--- config.mk ---
export PLATFORM = sky130hd
export DESIGN_NAME = xperiph_irq_mux
export DESIGN_NICKNAME = d
export VERILOG_FILES = /design/src/verilog/xirq_pkg.sv /design/src/verilog/xperiph_irq_mux.sv
export SDC_FILE = /design/constraint.sdc
export NUM_CORES = 1
export LEC_CHECK = 0
export BUFFER_PORTS_ARGS = -buffer_cell sky130_fd_sc_hd__buf_2
export CAP_MARGIN = 0
export CORE_UTILIZATION = 40
export DETAILED_ROUTE_END_ITERATION = 8
export PLACE_DENSITY = 0.62
export SLEW_MARGIN = 20
export SYNTH_ARGS = -nofsm -noshare
export SYNTH_HDL_FRONTEND = slang
export SYNTH_SLANG_ARGS = --single-unit
--- constraint.sdc ---
create_clock -name core_clk -period 3.5 [get_ports core_clk]
set_input_delay 0.175 -clock core_clk [delete_from_list [all_inputs] [get_ports core_clk]]
set_output_delay 0.175 -clock core_clk [all_outputs]
set_load 0.02 [all_outputs]
--- src/verilog/xirq_pkg.sv ---
`default_nettype none
package xirq_pkg;
  // Avalon word byte addresses
  localparam logic [5:0] ROUTE0_OFS = 6'h00;
  localparam logic [5:0] ROUTE1_OFS = 6'h04;
  localparam logic [5:0] ROUTE2_OFS = 6'h08;
  localparam logic [5:0] ROUTE3_OFS = 6'h0C;
  localparam logic [5:0] TRAP_FLAG_OFS = 6'h10;
  localparam logic [5:0] EVT_STATUS_OFS = 6'h14;
  localparam logic [5:0] EVT_MASK_OFS = 6'h18;
  localparam logic [5:0] TRAP_STATE_OFS = 6'h1C;
  localparam logic [15:0] ROUTE_RESET = 16'h0000;
  localparam logic [15:0] TRAP_FLAG_RESET = 16'h0000;
  localparam logic [3:0] EVT_MASK_RESET = 4'h0;
  localparam int ROUTE_EN_LSB = 8;
  localparam int NUM_VEC = 4;
  localparam int NUM_SRC = 14;
  // Source indices
  localparam int SRC_CAN_A = 0;
  localparam int SRC_CAN_B = 1;
  localparam int SRC_I2C_RX = 2;
  localparam int SRC_I2C_TX = 3;
  localparam int SRC_I2C_ERR = 4;
  localparam int SRC_SSC_RX = 5;
  localparam int SRC_SSC_TX = 6;
  localparam int SRC_SSC_ERR = 7;
  localparam int SRC_ASC_RX = 8;
  localparam int SRC_ASC_TX = 9;
  localparam int SRC_ASC_TXB = 10;
  localparam int SRC_ASC_ERR = 11;
  localparam int SRC_PLL_OSC = 12;
  localparam int SRC_PWM = 13;
  // Slot of the CAN source in vectors 0 and 1 (low byte of route regs)
  localparam logic [7:0] SLOT_CAN = 8'h00;
  // Routing: which source sits on which bit of each vector
  // Vectors 0..2: bit0 CAN(0->CAN_A,1->CAN_B,2->PWM), bits1..7 rx/tx sources
  // Vector 3: bits0..6 CAN_A, CAN_B, I2C err, SSC err, ASC err, PLL/OSC, PWM
  localparam logic [15:0] VEC_RESET_LOC = 16'h0000;
  localparam logic [15:0] VEC_NMI_LOC = 16'h0008;
  localparam logic [15:0] VEC_STACK_OVERFLOW_FLAG_LOC = 16'h0010;
  localparam logic [15:0] VEC_STACK_UNDERFLOW_FLAG_LOC = 16'h0018;
  localparam logic [15:0] VEC_CLASSB_LOC = 16'h0028;
  localparam logic [7:0] TRAPNO_RESET = 8'h00;
  localparam logic [7:0] TRAPNO_NMI = 8'h02;
  localparam logic [7:0] TRAPNO_STACK_OVERFLOW_FLAG = 8'h04;
  localparam logic [7:0] TRAPNO_STACK_UNDERFLOW_FLAG = 8'h06;
  localparam logic [7:0] TRAPNO_CLASSB = 8'h0A;
  localparam logic [3:0] ILVL_MAX = 4'hF;
  // Trap flag bit positions
  localparam int TF_NMI = 15;
  localparam int TF_STACK_OVERFLOW_FLAG = 14;
  localparam int TF_STACK_UNDERFLOW_FLAG = 13;
  localparam int TF_UNDEFINED_OPCODE_FLAG = 7;
  localparam int TF_PROTECTED_INSTR_FAULT_FLAG = 3;
  localparam int TF_ILLEGAL_OPERAND_FLAG = 2;
  localparam int TF_ILLEGAL_FETCH_FLAG = 1;
  localparam int TF_ILLEGAL_EXT_BUS_FLAG = 0;
  localparam int TF_MAC = 6;
  typedef enum logic [1:0] {
    PRIO_NONE = 2'b00,
    PRIO_CLASS_B = 2'b01,
    PRIO_CLASS_A = 2'b10,
    PRIO_RESET = 2'b11
  } trap_prio_t;
  typedef struct packed {
    logic valid;
    trap_prio_t prio;
    logic [7:0] number;
    logic [15:0] vector;
    logic [3:0] ilvl;
  } trap_entry_t;
  typedef struct packed {
    logic nmi;
    logic stack_over;
    logic stack_under;
    logic undef_opcode;
    logic mac_trap;
    logic prot_fault;
    logic ill_operand;
    logic ill_fetch;
    logic ill_ext_bus;
  } trap_req_t;
endpackage
`default_nettype wire

--- src/verilog/xperiph_irq_mux.sv ---
`timescale 1ns/1ps
`default_nettype none
// What this block does
// - Four 16-bit routing registers, one per shared peripheral vector.
// - The high byte of each routing register holds the per-source enables.
// - The low byte of each routing register holds the per-source flags.
// - A shared vector requests only through enabled sources, any of which may drive it.
// - A flag sets on its event whether or not its enable is set.
// - Two-wire, serial and async receive/transmit plus async transmit-buffer go to vectors 0-2.
// - Error requests and the PLL-unlock/oscillator-watchdog request go only to vector 3.
// - CAN A goes to vectors 0 and 3, CAN B to 1 and 3, the PWM channel to 2 and 3.
// - All resets use trap number 00h, vector 00'0000h, at the highest priority.
// - NMI, stack overflow and underflow use vectors 08h, 10h, 18h and numbers 02h, 04h, 06h.
// - Class A traps rank below resets and above class B traps.
// - Class B traps share number 0Ah and vector 00'0028h at the lowest trap level.
// - Six class B sources each own a trap flag.
// - Servicing a reset or hardware trap forces the CPU interrupt level to 15.
// - Every hardware trap sets its own bit in the trap flag register.
// - While a trap service runs, standard interrupts and event transfers are held off.
module xperiph_irq_mux (
  input wire logic core_clk, // CPU clock
  input wire logic reset_n, // Synchronous reset, low active
  input wire logic [5:0] avs_address, // Byte address
  input wire logic avs_read, // Read strobe
  input wire logic avs_write, // Write strobe
  input wire logic [31:0] avs_writedata, // Write data
  input wire logic [3:0] avs_byteenable, // Byte lanes
  output logic [31:0] avs_readdata, // Read data
  output logic avs_waitrequest, // Stall
  input wire logic [xirq_pkg::NUM_SRC-1:0] src_event, // One-cycle source events
  input wire xirq_pkg::trap_req_t trap_event, // One-cycle hardware trap events
  input wire logic reset_event, // Software or watchdog reset request
  input wire logic trap_ack, // Core has taken the pending trap
  input wire logic trap_done, // Core leaves the trap service
  output logic [xirq_pkg::NUM_VEC-1:0] shared_vector_req, // Shared vector requests 0..3
  output xirq_pkg::trap_entry_t trap_out, // Pending trap entry
  output logic [3:0] cpu_interrupt_level, // Forced level while in service
  output logic level_force, // Load cpu_interrupt_level into status word
  output logic std_irq_block, // Hold off standard irqs and transfers
  output logic irq // Event interrupt, level
);
  logic [15:0] route_r [xirq_pkg::NUM_VEC];
  logic [15:0] route_nxt [xirq_pkg::NUM_VEC];
  logic [15:0] tflag_r, tflag_nxt;
  logic [3:0] evt_stat_r, evt_stat_nxt;
  logic [3:0] evt_mask_r, evt_mask_nxt;
  logic in_service_r, in_service_nxt;
  logic reset_pend_r, reset_pend_nxt;
  logic ack_r, ack_nxt;
  logic [31:0] rdata_r, rdata_nxt;
  logic [7:0] vec_event [xirq_pkg::NUM_VEC];
  logic [15:0] trap_set;
  logic wr, rd;
  xirq_pkg::trap_entry_t pend;

  // Maps source events to the eight flag slots of one vector
  function automatic logic [7:0] slot_events(input int v,
      input logic [xirq_pkg::NUM_SRC-1:0] e);
    logic [7:0] s;
    s = 8'h00;
    if (v < 3) begin
      // Slot 0 is the vector's private CAN or PWM source
      s[0] = (v == 0) ? e[xirq_pkg::SRC_CAN_A] :
             (v == 1) ? e[xirq_pkg::SRC_CAN_B] : e[xirq_pkg::SRC_PWM];
      s[1] = e[xirq_pkg::SRC_I2C_RX];
      s[2] = e[xirq_pkg::SRC_I2C_TX];
      s[3] = e[xirq_pkg::SRC_SSC_RX];
      s[4] = e[xirq_pkg::SRC_SSC_TX];
      s[5] = e[xirq_pkg::SRC_ASC_RX];
      s[6] = e[xirq_pkg::SRC_ASC_TX];
      s[7] = e[xirq_pkg::SRC_ASC_TXB];
    end else begin
      s[0] = e[xirq_pkg::SRC_CAN_A];
      s[1] = e[xirq_pkg::SRC_CAN_B];
      s[2] = e[xirq_pkg::SRC_I2C_ERR];
      s[3] = e[xirq_pkg::SRC_SSC_ERR];
      s[4] = e[xirq_pkg::SRC_ASC_ERR];
      s[5] = e[xirq_pkg::SRC_PLL_OSC];
      s[6] = e[xirq_pkg::SRC_PWM];
    end
    return s;
  endfunction

  // Byte-lane merge of a 16-bit register
  function automatic logic [15:0] merge16(input logic [15:0] old,
      input logic [15:0] d, input logic [1:0] be);
    merge16 = old;
    if (be[0]) merge16[7:0] = d[7:0];
    if (be[1]) merge16[15:8] = d[15:8];
  endfunction

  // Writes land on the completing edge, where waitrequest is low
  assign wr = avs_write && ack_r;
  assign rd = avs_read && !ack_r;
  // One wait cycle, answer on the second edge
  assign avs_waitrequest = (avs_read || avs_write) && !ack_r;
  assign avs_readdata = rdata_r;

  genvar gv;
  generate
    for (gv = 0; gv < xirq_pkg::NUM_VEC; gv++) begin : g_vec
      assign vec_event[gv] = slot_events(gv, src_event);
      always_comb begin
        route_nxt[gv] = route_r[gv];
        if (wr && avs_address == 6'(gv * 4)) begin
          // Flags only clear by software: writing one has no effect
          if (avs_byteenable[1])
            route_nxt[gv][15:8] = avs_writedata[15:8];
          if (avs_byteenable[0])
            route_nxt[gv][7:0] = route_r[gv][7:0] & avs_writedata[7:0];
        end
        // Set beats clear, regardless of enable
        route_nxt[gv][7:0] = route_nxt[gv][7:0] | vec_event[gv];
      end
      always_ff @(posedge core_clk) begin
        if (!reset_n)
          route_r[gv] <= xirq_pkg::ROUTE_RESET;
        else
          route_r[gv] <= route_nxt[gv];
      end
      assign shared_vector_req[gv] =
        |(route_r[gv][15:8] & route_r[gv][7:0]);
      assign evt_stat_nxt[gv] = vec_event[gv] != 8'h00 ? 1'b1 :
        ((rd && avs_address == xirq_pkg::EVT_STATUS_OFS) ? 1'b0 : evt_stat_r[gv]);
      vec_req_a: assert property (
        @(posedge core_clk) disable iff (!reset_n)
        (route_r[gv][15:8] & route_r[gv][7:0]) != 8'h00 |-> shared_vector_req[gv])
        else $error("shared vector not raised");
      flag_set_a: assert property (
        @(posedge core_clk) disable iff (!reset_n)
        vec_event[gv] != 8'h00 |=> (route_r[gv][7:0] & $past(vec_event[gv]))
          == $past(vec_event[gv]))
        else $error("event flag lost");
      flag_hold_a: assert property (
        @(posedge core_clk) disable iff (!reset_n)
        !(wr && avs_address == 6'(gv * 4))
        |=> (route_r[gv][7:0] & $past(route_r[gv][7:0])) == $past(route_r[gv][7:0]))
        else $error("flag cleared without write");
      en_hold_a: assert property (
        @(posedge core_clk) disable iff (!reset_n)
        !(wr && avs_address == 6'(gv * 4))
        |=> $stable(route_r[gv][15:8]))
        else $error("enables changed without write");
    end
  endgenerate

  always_comb begin
    trap_set = 16'h0000;
    trap_set[xirq_pkg::TF_NMI] = trap_event.nmi;
    trap_set[xirq_pkg::TF_STACK_OVERFLOW_FLAG] = trap_event.stack_over;
    trap_set[xirq_pkg::TF_STACK_UNDERFLOW_FLAG] = trap_event.stack_under;
    trap_set[xirq_pkg::TF_UNDEFINED_OPCODE_FLAG] = trap_event.undef_opcode;
    trap_set[xirq_pkg::TF_MAC] = trap_event.mac_trap;
    trap_set[xirq_pkg::TF_PROTECTED_INSTR_FAULT_FLAG] = trap_event.prot_fault;
    trap_set[xirq_pkg::TF_ILLEGAL_OPERAND_FLAG] = trap_event.ill_operand;
    trap_set[xirq_pkg::TF_ILLEGAL_FETCH_FLAG] = trap_event.ill_fetch;
    trap_set[xirq_pkg::TF_ILLEGAL_EXT_BUS_FLAG] = trap_event.ill_ext_bus;
  end

  // Priority: reset, then class A in fixed order, then class B
  always_comb begin
    pend = '0;
    pend.ilvl = xirq_pkg::ILVL_MAX;
    if (reset_pend_r) begin
      pend.valid = 1'b1;
      pend.prio = xirq_pkg::PRIO_RESET;
      pend.number = xirq_pkg::TRAPNO_RESET;
      pend.vector = xirq_pkg::VEC_RESET_LOC;
    end else if (tflag_r[xirq_pkg::TF_NMI]) begin
      pend.valid = 1'b1;
      pend.prio = xirq_pkg::PRIO_CLASS_A;
      pend.number = xirq_pkg::TRAPNO_NMI;
      pend.vector = xirq_pkg::VEC_NMI_LOC;
    end else if (tflag_r[xirq_pkg::TF_STACK_OVERFLOW_FLAG]) begin
      pend.valid = 1'b1;
      pend.prio = xirq_pkg::PRIO_CLASS_A;
      pend.number = xirq_pkg::TRAPNO_STACK_OVERFLOW_FLAG;
      pend.vector = xirq_pkg::VEC_STACK_OVERFLOW_FLAG_LOC;
    end else if (tflag_r[xirq_pkg::TF_STACK_UNDERFLOW_FLAG]) begin
      pend.valid = 1'b1;
      pend.prio = xirq_pkg::PRIO_CLASS_A;
      pend.number = xirq_pkg::TRAPNO_STACK_UNDERFLOW_FLAG;
      pend.vector = xirq_pkg::VEC_STACK_UNDERFLOW_FLAG_LOC;
    end else if (tflag_r[7:0] != 8'h00) begin
      pend.valid = 1'b1;
      pend.prio = xirq_pkg::PRIO_CLASS_B;
      pend.number = xirq_pkg::TRAPNO_CLASSB;
      pend.vector = xirq_pkg::VEC_CLASSB_LOC;
    end
    // While a trap runs, only class B entries are held back; reset and class A are still offered
    if (in_service_r && pend.prio == xirq_pkg::PRIO_CLASS_B && !reset_pend_r)
      pend.valid = 1'b0;
  end
  assign trap_out = pend;

  always_comb begin
    tflag_nxt = tflag_r;
    evt_mask_nxt = evt_mask_r;
    reset_pend_nxt = reset_pend_r | reset_event;
    in_service_nxt = in_service_r;
    ack_nxt = (avs_read || avs_write) && !ack_r;
    rdata_nxt = 32'h00000000;
    if (wr && avs_address == xirq_pkg::TRAP_FLAG_OFS)
      tflag_nxt = merge16(tflag_r, tflag_r & avs_writedata[15:0], avs_byteenable[1:0]);
    if (wr && avs_address == xirq_pkg::EVT_MASK_OFS && avs_byteenable[0])
      evt_mask_nxt = avs_writedata[3:0];
    tflag_nxt = tflag_nxt | trap_set;
    if (trap_ack && pend.valid) begin
      in_service_nxt = 1'b1;
      if (pend.prio == xirq_pkg::PRIO_RESET)
        reset_pend_nxt = reset_event;
    end else if (trap_done)
      in_service_nxt = 1'b0;
    if (rd) begin
      case (avs_address)
        xirq_pkg::ROUTE0_OFS: rdata_nxt[15:0] = route_r[0];
        xirq_pkg::ROUTE1_OFS: rdata_nxt[15:0] = route_r[1];
        xirq_pkg::ROUTE2_OFS: rdata_nxt[15:0] = route_r[2];
        xirq_pkg::ROUTE3_OFS: rdata_nxt[15:0] = route_r[3];
        xirq_pkg::TRAP_FLAG_OFS: rdata_nxt[15:0] = tflag_r;
        xirq_pkg::EVT_STATUS_OFS: rdata_nxt[3:0] = evt_stat_r;
        xirq_pkg::EVT_MASK_OFS: rdata_nxt[3:0] = evt_mask_r;
        xirq_pkg::TRAP_STATE_OFS: rdata_nxt[2:0] = {reset_pend_r, in_service_r, pend.valid};
        default: rdata_nxt = 32'h00000000;
      endcase
    end
  end

  always_ff @(posedge core_clk) begin
    if (!reset_n) begin
      tflag_r <= xirq_pkg::TRAP_FLAG_RESET;
      evt_stat_r <= 4'h0;
      evt_mask_r <= xirq_pkg::EVT_MASK_RESET;
      in_service_r <= 1'b0;
      reset_pend_r <= 1'b1;
      ack_r <= 1'b0;
      rdata_r <= 32'h00000000;
    end else begin
      tflag_r <= tflag_nxt;
      evt_stat_r <= evt_stat_nxt;
      evt_mask_r <= evt_mask_nxt;
      in_service_r <= in_service_nxt;
      reset_pend_r <= reset_pend_nxt;
      ack_r <= ack_nxt;
      rdata_r <= rdata_nxt;
    end
  end

  assign std_irq_block = in_service_r;
  assign cpu_interrupt_level = xirq_pkg::ILVL_MAX;
  assign level_force = trap_ack && pend.valid;
  assign irq = |(evt_stat_r & evt_mask_r);

  // Trap entry selection
  reset_first_a: assert property (
    @(posedge core_clk) disable iff (!reset_n)
    reset_pend_r
    |-> trap_out.valid && trap_out.vector == 16'h0000 && trap_out.number == 8'h00)
    else $error("reset not highest");

  reset_ack_a: assert property (
    @(posedge core_clk) disable iff (!reset_n)
    trap_ack && reset_pend_r && !reset_event
    |=> !reset_pend_r)
    else $error("reset entry not retired");

  nmi_vec_a: assert property (
    @(posedge core_clk) disable iff (!reset_n)
    !reset_pend_r && tflag_r[15]
    |-> trap_out.vector == 16'h0008 && trap_out.number == 8'h02)
    else $error("nmi vector wrong");

  class_a_over_b_a: assert property (
    @(posedge core_clk) disable iff (!reset_n)
    !reset_pend_r && tflag_r[14] && !tflag_r[15] && tflag_r[7:0] != 8'h00
    |-> trap_out.prio == xirq_pkg::PRIO_CLASS_A && trap_out.vector == 16'h0010)
    else $error("class A not above B");

  stack_underflow_flag_vec_a: assert property (
    @(posedge core_clk) disable iff (!reset_n)
    !reset_pend_r && tflag_r[15:13] == 3'b001
    |-> trap_out.vector == 16'h0018 && trap_out.number == 8'h06)
    else $error("underflow vector wrong");

  class_b_vec_a: assert property (
    @(posedge core_clk) disable iff (!reset_n)
    trap_out.prio == xirq_pkg::PRIO_CLASS_B
    |-> trap_out.vector == 16'h0028 && trap_out.number == 8'h0A)
    else $error("class B vector wrong");

  classb_block_a: assert property (
    @(posedge core_clk) disable iff (!reset_n)
    in_service_r && !reset_pend_r && tflag_r[15:13] == 3'b000
    |-> !trap_out.valid)
    else $error("class B offered in service");

  trap_flag_a: assert property (
    @(posedge core_clk) disable iff (!reset_n)
    trap_event.ill_ext_bus
    |=> tflag_r[0])
    else $error("trap flag not set");

  trap_set_a: assert property (
    @(posedge core_clk) disable iff (!reset_n)
    trap_set != 16'h0000
    |=> (tflag_r & $past(trap_set)) == $past(trap_set))
    else $error("trap flag lost");

  tflag_hold_a: assert property (
    @(posedge core_clk) disable iff (!reset_n)
    !(wr && avs_address == xirq_pkg::TRAP_FLAG_OFS)
    |=> (tflag_r & $past(tflag_r)) == $past(tflag_r))
    else $error("trap flag dropped");

  ilvl_force_a: assert property (
    @(posedge core_clk) disable iff (!reset_n)
    level_force
    |-> cpu_interrupt_level == 4'hF)
    else $error("level not forced");

  ilvl_entry_a: assert property (
    @(posedge core_clk) disable iff (!reset_n)
    trap_out.valid
    |-> trap_out.ilvl == 4'hF)
    else $error("entry level wrong");

  service_block_a: assert property (
    @(posedge core_clk) disable iff (!reset_n)
    trap_ack && trap_out.valid && !trap_done
    |=> std_irq_block [*2] or (std_irq_block ##1 trap_done))
    else $error("service not blocking");

  // Register bus
  wait_once_a: assert property (
    @(posedge core_clk) disable iff (!reset_n)
    (avs_read || avs_write) && avs_waitrequest
    |=> !avs_waitrequest)
    else $error("more than one wait state");

  // Source routing
  slot_unused_a: assert property (
    @(posedge core_clk) disable iff (!reset_n)
    1'b1
    |-> !route_r[3][7])
    else $error("unused vector 3 slot set");

  err_route_a: assert property (
    @(posedge core_clk) disable iff (!reset_n)
    src_event[xirq_pkg::SRC_I2C_ERR]
    |=> route_r[3][2])
    else $error("error source not on vector 3");

  pll_route_a: assert property (
    @(posedge core_clk) disable iff (!reset_n)
    src_event[xirq_pkg::SRC_PLL_OSC]
    |=> route_r[3][5])
    else $error("clock source not on vector 3");

  can_a_route_a: assert property (
    @(posedge core_clk) disable iff (!reset_n)
    src_event[xirq_pkg::SRC_CAN_A]
    |=> route_r[0][0] && route_r[3][0])
    else $error("CAN A routing wrong");

  can_b_route_a: assert property (
    @(posedge core_clk) disable iff (!reset_n)
    src_event[xirq_pkg::SRC_CAN_B]
    |=> route_r[1][0] && route_r[3][1])
    else $error("CAN B routing wrong");

  pwm_route_a: assert property (
    @(posedge core_clk) disable iff (!reset_n)
    src_event[xirq_pkg::SRC_PWM]
    |=> route_r[2][0] && route_r[3][6])
    else $error("PWM routing wrong");

  txb_route_a: assert property (
    @(posedge core_clk) disable iff (!reset_n)
    src_event[xirq_pkg::SRC_ASC_TXB]
    |=> route_r[0][7] && route_r[1][7] && route_r[2][7])
    else $error("buffer source routing wrong");
endmodule // xperiph_irq_mux
`default_nettype wire

==> impl_metrics.ini, run 1 <==
[outcome]
outcome = finished, final reports clean

[power_and_ir_drop]
netSwitchingFraction = 0.266
power_switching_w = 0.000674
ir_drop_mv = 0.245
cellPowerDensity_mw_per_mm2 = 446
seq_power_share = 0.514
clkPwrFrac = 0.382
p_leak_nw = 2.33
combPwrFrac = 0.105
p_int_w = 0.00186

[synth]
seq_area_frac_synth = 0.426
synth_warnings = 0
synth_area_mm2 = 0.00503
synth_top_area_cell = dfxtp_1
synth_area_leaders = dfxtp_1 43%, buf_4 6.9%, mux2i_1 6.6%
synth_top_cell_area_share = 0.426
synth.distinct_cells = 51
synthCells = 564
yosys_register_bits = 107
syn_area_per_cell_um2 = 8.92

[clocking]
cts_hold_buf = 0
clockBufferDepth = 2
cts_max_level = 3
cts_sinks = 107
cts-buffers-inserted = 9
cts_setup_buffers = 0
cts_resized = 0
cts_tree = built
path_clk_slew_ps = 70
cts_root_buf = clkbuf_16
clk_latency_ps = 350

[critical_path]
start_kind = flop
crit_path_end_kind = primary output
crit_required_ps = 3320
r2r_slack_ps = 1700
r2r_start = ack_r
critical_path.max_stage_delay_ps = 610
critPathSlowestCell = nor4_1
reg2reg_depth = 4
critPathKind = reg -> out
timing.rr.end = route_r[1][11]
critPathMaxFanout = 3
path_cells = nor4_1 -> a21oi_1 -> o21ai_0 -> inv_1 -> buf_2
crit_arrival_ps = 1950

[die]
core_area_mm2 = 0.0121
dieArea_mm2 = 0.0130
top_level_ports = 147
initial_core_util = 0.415
die_y_um = 114
die_x_um = 114
row_count = 40

[global_route]
grt_max_degree = 48
grt_pass1_vias = 4162
grt_util_all_layers = 0.233
overflow = 0
antenna_found_initial = 0
grt_first_pass_wirelength_mm = 23.1

[route]
drc_errors = 0
drtPass1Iterations = 5
routed_wl_mm = 14.8
drt-initial-drc-count = 443
dr_wl_met3_um = 941
wl_met2_mm = 6.69
vias = 4454
ant_nets = 0
via_per_inst = 5.51
wl_per_cell_um = 18.3
routed.top_layer = met4
wl_met1_mm = 6.65

[place]
routabilityCongestion = 0.855
dpl-instance-area_mm2 = 0.00541
hpwl_mm = 11.2
port_buffers = 86

[run]
max_cap_viol_count = 0

[layout]
layout-drive-gt1-share = 0.204
fin_area_mm2 = 0.00569
final_cell_mix = 107 x dfxtp_1, 86 x buf_2, 57 x nor2_1, 57 x o21ai_0, 43 x a21oi_1
area_growth_pct = 13.0
ff_latch_area_mm2 = 0.00214
finalNetCount = 708
diodes = 0
mostFrequentLayoutCell = dfxtp_1
multi_input_area_mm2 = 0.00256
num-fill-cells = 1207

[timing]
rsz0062_at_grt = false
slew_headroom = 0.460
drv_slew = 0
hold_viol = 0
worstMarginPinSlew_ps = 807
max_freq_mhz = 471
period_needed_ps = 2120
finClkSkew_ps = 6.18
fin_tns_setup_ps = 0
fin_crit_sh = 0.607
final-setup-viol-count = 0

[worst_hold_path]
min_to = reset_pend_r
min_from = reset_event
hold_class = in -> reg
hold_depth = 3
==> sequential cells by signal (all words and copies together) (netlist names) <==
register       cells
tflag_r           16
std_irq_block      1
evt_mask_r         4
reset_pend_r       1
evt_stat_r         4
avs_readdata      16
ack_r              1
route_r           64
==> power groups by stage <==
stage	Combinational [W]	Sequential (W)	Clock, W
after floorplan	0.000213	0.00131	0
after global placement	0.000257	0.00133	0
after detailed placement	0.000262	0.00133	0
after CTS	0.000262	0.00130	0.000982
after global routing	0.000291	0.00130	0.00103
final	0.000265	0.00130	0.000968
==> worst max path at each step <==
stage	slack (ps)	end	cells after the start	start
global route	1230	level_force	5	tflag_r[5]
floorplan	1950	tflag_r[4]	6	avs_address[4]
CTS	1370	level_force	5	tflag_r[5]
global placement	1300	tflag_r[4]	5	avs_address[4]
finish	1380	level_force	5	tflag_r[5]
detailed placement	1260	tflag_r[5]	5	avs_address[4]
==> synth_stat cells, drive strengths merged <==
master and count:
dfxtp 107, nor2 59, o21ai 58, buf 54, a21oi 43, nand2 41, mux2i 33, a22oi 31
nand3 21, clkbuf 14, mux2 11, o22a 10, nor3 9, inv 8, nand2b 8, a31oi 5
mux4 5, nor4 5, o211a 5, a211oi 4, nand4 4, and3 3, and2 2, and3b 2
clkinv 2, conb 2, nor2b 2, nor3b 2, o22ai 2, a21o 1, a221oi 1, a311oi 1
a31o 1, and4b 1, nand3b 1, nand4bb 1, o211ai 1, o311a 1, o41ai 1, or3 1
or4b 1
==> cell type report <==
cell class	instances	share of cell area
multi-input combinational	419	0.451
inverter	10	0.00660
sequential	107	0.377
tap	168	0.0370
timing repair buffer	89	0.0797
clock inverter	4	0.00418
clock buffer	12	0.0451
==> critical path, delay by kind of cell, from the launching register on <==
kind | cells | cell delay [ps]
AND/OR/NAND/NOR | 1 | 610
AO/OA/AOI/OAI | 2 | 420
flip-flops | 1 | 360
buffers and inverters | 2 | 210
==> metal layers <==
| metal | global-route usage | vias up |
|---|---|---|
| met5 | 0 | - |
| met4 | 0.0961 | 0 |
| met3 | 0.0349 | 31 |
| met2 | 0.376 | 200 |
| met1 | 0.311 | 2122 |
| li1 | - | 2101 |
==> cells by family after synthesis <==
group	synth area share
AOI/OAI and AO/OA	0.201
other	0.00149
and+or+nand+nor	0.164
DFF	0.426
buffers and inverters	0.0948
muxes	0.113
==> metrics by stage <==
step,hold slack [ps],worst slack [ps],power [W],instances,utilization
after floorplan,287,1950,0.00152,604,-
after global placement,382,1300,0.00158,793,0.446
after detailed placement,380,1260,0.00159,793,0.446
after CTS,19.7,1370,0.00254,809,0.469
after global routing,53.4,1230,0.00262,809,0.469
final,24.7,1380,0.00254,809,0.469
(Power assumes the default switching activity.)
==> run 2, diff against run 1 <==
Clock period 3.5 ns to 2.1 ns, I/O delays scaled along.
==> impl_metrics.ini, run 2 (same netlist as run 1, synthesis figures left out) <==
[outcome]
outcome = finished, final reports clean

[critical_path]
critPathMaxFanout = 3
crit_path_end_kind = primary output
r2r_start = ack_r
critPathSlowestCell = nor4_1
path_cells = nor4_1 -> a21oi_1 -> o21ai_0 -> inv_1 -> buf_2
timing.rr.end = route_r[2][15]
path_delay_family = simple AND/OR/NAND/NOR gates
critical_path.max_stage_delay_ps = 540
crit_path_start = tflag_r[3]
crit_arrival_ps = 1850
reg2reg_depth = 4
r2r_slack_ps = 550
critPathKind = reg -> out
crit_buf_inv = 2
crit_required_ps = 2000
start_kind = flop

[layout]
layout-drive-gt1-share = 0.214
fin_area_mm2 = 0.00580
mostFrequentLayoutCell = dfxtp_1
area_growth_pct = 15.3
largest_reg_flops = 64
num-fill-cells = 1204
diodes = 0
regMostFlops = route_r
final_cell_mix = 107 x dfxtp_1, 86 x buf_2, 57 x nor2_1, 57 x o21ai_0, 43 x a21oi_1
finalNetCount = 722

[timing]
whs_ps = 8.37
postLayoutSetupSlackWorst_ps = 147
period_needed_ps = 1950
slew_headroom = 0.619
hold_viol = 0
max_freq_mhz = 512
drv_slew = 0
fin_crit_sh = 0.930
finClkSkew_ps = 4.59
rsz0062_at_grt = false
worstMarginPinSlew_ps = 566
fin_tns_setup_ps = 0
final-setup-viol-count = 0

[global_route]
overflow = 0
grt_pass1_vias = 4114
grt_max_degree = 92
antenna_found_initial = 0
grt_first_pass_wirelength_mm = 22.9
grt_util_all_layers = 0.233

[run]
max_cap_viol_count = 0

[route]
via_per_inst = 5.42
wl_per_cell_um = 18.3
drc_errors = 0
vias = 4462
drtPass1Iterations = 7
drt-initial-drc-count = 571
ant_nets = 0
routed_wl_mm = 15.0

[clocking]
cts_max_level = 3
cts_root_buf = clkbuf_16
path_clk_slew_ps = 70
cts_sinks = 107
cts_tree = built
clk_latency_ps = 350
cts-buffers-inserted = 9
clockBufferDepth = 2

[die]
dieArea_mm2 = 0.0130
die_y_um = 114
top_level_ports = 147
die_x_um = 114
initial_core_util = 0.415
row_count = 40
core_area_mm2 = 0.0121

[power_and_ir_drop]
cellPowerDensity_mw_per_mm2 = 718
power_switching_w = 0.00111
combPwrFrac = 0.110
seq_power_share = 0.522
p_leak_nw = 2.39
ir_drop_mv = 0.386
clkPwrFrac = 0.368
netSwitchingFraction = 0.267
p_int_w = 0.00306

[place]
routabilityCongestion = 0.870
dpl-instance-area_mm2 = 0.00552
dp_slack_ps = 267
hpwl_mm = 11.4
port_buffers = 86

[worst_hold_path]
hold_class = in -> reg
min_from = avs_writedata[8]
min_to = tflag_r[8]
hold_depth = 2
==> run 2: layout make-up <==
| cell class | instances | area, µm² | share of cell area |
|---|---|---|---|
| clock inverters | 2 | 12.5 | 0.00216 |
| flip-flops and latches | 107 | 2140 | 0.369 |
| well taps | 168 | 210 | 0.0362 |
| repair buffers | 103 | 588 | 0.101 |
| multi-input cells | 419 | 2570 | 0.443 |
| inverters | 10 | 37.5 | 0.00647 |
| clock buffers | 14 | 244 | 0.0420 |
==> run 2: power groups by stage <==
| stage | Combinational (W) | Clock (W) | Sequential (W) |
|---|---|---|---|
| detailed placement | 0.000449 | 0 | 0.00222 |
| floorplan | 0.000356 | 0 | 0.00218 |
| finish | 0.000459 | 0.00153 | 0.00218 |
| global placement | 0.000441 | 0 | 0.00222 |
| CTS | 0.000454 | 0.00155 | 0.00217 |
| global route | 0.000502 | 0.00163 | 0.00218 |
==> run 2: metal layers <==
layer | GRT usage | part of all wire | up-vias
li1 | - | - | 2120
met1 | 0.308 | 0.43 | 2094
met2 | 0.373 | 0.46 | 220
met3 | 0.0524 | 0.076 | 28
met4 | 0.0857 | 0.028 | 0
met5 | 0 | 0 | -
==> run 2: worst max-delay path by stage <==
stage                              to  slack [ps]  cells after the start
after floorplan            tflag_r[4]         620                      6
after global placement     tflag_r[5]         290                      5
after detailed placement   tflag_r[4]         270                      5
after CTS                 level_force          50                      5
after global routing      level_force          50                      5
final                     level_force         150                      5
==> run 2: through the flow <==
stage               cells  power [W]  utilization
floorplan             604    0.00253            -
global placement      805    0.00266        0.456
detailed placement    805    0.00267        0.456
CTS                   823    0.00417        0.479
global route          823    0.00431        0.479
finish                823    0.00417        0.479
==> run 2: what timing repair did <==
| action | in CTS | in global routing |
|---|---|---|
| endpoints found under the setup margin | 0 | 2 |
| hold buffers | 2 | 0 |
| setup buffers | 0 | 0 |
| hold endpoints to repair | 1 | 0 |
| resized for setup | 0 | 1 |
==> run 2: worst reg2reg max path: cells and delay by family (launching register included) <==
family / cells / cell delay [ps]
DFF: 1 / 380
and+or+nand+nor: 3 / 830
muxes: 1 / 260
==> run 3, diff against run 2 <==
==> constraint.sdc (replaced) <==
create_clock -name core_clk -period 2.1 [get_ports core_clk]
set_input_delay 0.21 -clock core_clk [delete_from_list [all_inputs] [get_ports core_clk]]
set_output_delay 0.21 -clock core_clk [all_outputs]
set_load 0.02 [all_outputs]
==> impl_metrics.ini, run 3 (same netlist as run 1, synthesis figures left out) <==
[outcome]
outcome = finished, final reports clean

[timing]
final-setup-viol-count = 0
fin_crit_sh = 0.928
hold_viol = 0
fin_tns_setup_ps = 0
period_needed_ps = 1950
max_freq_mhz = 513
rsz0062_at_grt = false
postLayoutSetupSlackWorst_ps = 150
drv_slew = 0
finClkSkew_ps = 6.17

[place]
port_buffers = 86
hpwl_mm = 11.2
routabilityCongestion = 0.853
dp_slack_ps = 293
post-place-cells = 808

[clocking]
cts_max_level = 3
clk_latency_ps = 350
cts-buffers-inserted = 9
cts_resized = 0
cts_root_buf = clkbuf_16
clockBufferDepth = 2
path_clk_slew_ps = 70
cts_hold_buf = 0
cts_sinks = 107
cts_setup_buffers = 0
cts_tree = built

[worst_hold_path]
hold_class = in -> reg
min_from = reset_event

[layout]
diodes = 0
stdcell_count = 824
regMostFlops = route_r
final_cell_mix = 107 x dfxtp_1, 86 x buf_2, 57 x nor2_1, 57 x o21ai_0, 43 x a21oi_1
area_growth_pct = 16.2
mostFrequentLayoutCell = dfxtp_1
num-fill-cells = 1215
finalNetCount = 723
layout-drive-gt1-share = 0.223
ff_latch_area_mm2 = 0.00214
multi_input_area_mm2 = 0.00256
largest_reg_flops = 64

[critical_path]
critPathKind = reg -> out
crit_path_start = tflag_r[4]
critical_path.max_stage_delay_ps = 370
start_kind = flop
critPathMaxFanout = 3
crit_path_end_kind = primary output
crit_arrival_ps = 1740
r2r_start = ack_r
crit_buf_inv = 3
critPathSlowestCell = nor4_1
crit_required_ps = 1890
path_delay_family = buffers and inverters
path_cells = nor4_1 -> buf_4 -> a21oi_1 -> o21ai_0 -> inv_1 -> buf_2

[power_and_ir_drop]
ir_drop_mv = 0.400
clkPwrFrac = 0.397
finalPower_w = 0.00437
p_int_w = 0.00324
seq_power_share = 0.497
netSwitchingFraction = 0.259
combPwrFrac = 0.105
power_switching_w = 0.00113
cellPowerDensity_mw_per_mm2 = 747
p_leak_nw = 2.42

[route]
drt-initial-drc-count = 436
via_per_inst = 5.42
wl_per_cell_um = 18.0
drc_errors = 0
drtPass1Iterations = 5
vias = 4463
ant_nets = 0
routed_wl_mm = 14.9

[global_route]
grt_first_pass_wirelength_mm = 23.1
antenna_found_initial = 0
grt_util_all_layers = 0.236
grt_max_degree = 92
grt_pass1_vias = 4149
overflow = 0

[die]
top_level_ports = 147
dieArea_mm2 = 0.0130
initial_core_util = 0.415
row_count = 40
die_x_um = 114
die_y_um = 114
core_area_mm2 = 0.0121

[run]
max_cap_viol_count = 0
==> run 3: changes by cell type in the layout (fill, tap and decap cells not counted), moves of 2 or more <==
cell,before,now
dlygate4sd3_1,2,0
buf_4,13,16
clkbuf_1,5,1
clkbuf_8,0,2
==> run 3: final timing paths <==
| check | depth (start not counted) | slack, ps | to |
|---|---|---|---|
| setup reg to reg | 4 | 470 | route_r[2][15] |
| hold / removal | 3 | 60 | reset_pend_r |
| hold reg to reg | 1 | 450 | tflag_r[8] |
| setup / recovery | 6 | 150 | level_force |
==> run 3: metrics by stage <==
step,hold slack [ps],area [µm²],util
floorplan,322,5180,-
global placement,418,5540,0.458
detailed placement,417,5540,0.458
CTS,62.5,5850,0.483
global route,86.5,5850,0.483
finish,64.4,5850,0.483
==> run 3: worst register-to-register path, delay by kind of cell (launching register included) <==
kind | cells | cell delay, ps
DFF | 1 | 470
muxes | 1 | 240
and+or+nand+nor | 3 | 840
==> run 3: area by class of cell <==
| class | count | share of cell area |
|---|---|---|
| tap | 168 | 0.0359 |
| sequential | 107 | 0.366 |
| clock inverter | 4 | 0.00834 |
| inverter | 10 | 0.00642 |
| multi-input combinational | 419 | 0.438 |
| timing repair buffer | 104 | 0.101 |
| clock buffer | 12 | 0.0439 |
==> run 3: metal layers <==
metal | wire (µm) | vias to the layer above | track usage
li1 | - | 2132 | -
met1 | 6700 | 2116 | 0.318
met2 | 6910 | 187 | 0.376
met3 | 844 | 28 | 0.0418
met4 | 404 | 0 | 0.0918
met5 | 0 | - | 0
==> run 3: power by group through the flow <==
stage | Combinational [W] | Sequential (W) | Clock, W
5_1_grt | 0.000505 | 0.00218 | 0.00185
3_5_place_dp | 0.000455 | 0.00221 | 0
6_report | 0.000461 | 0.00217 | 0.00173
4_1_cts | 0.000457 | 0.00217 | 0.00175
2_1_floorplan | 0.000356 | 0.00218 | 0
3_3_place_gp | 0.000448 | 0.00221 | 0
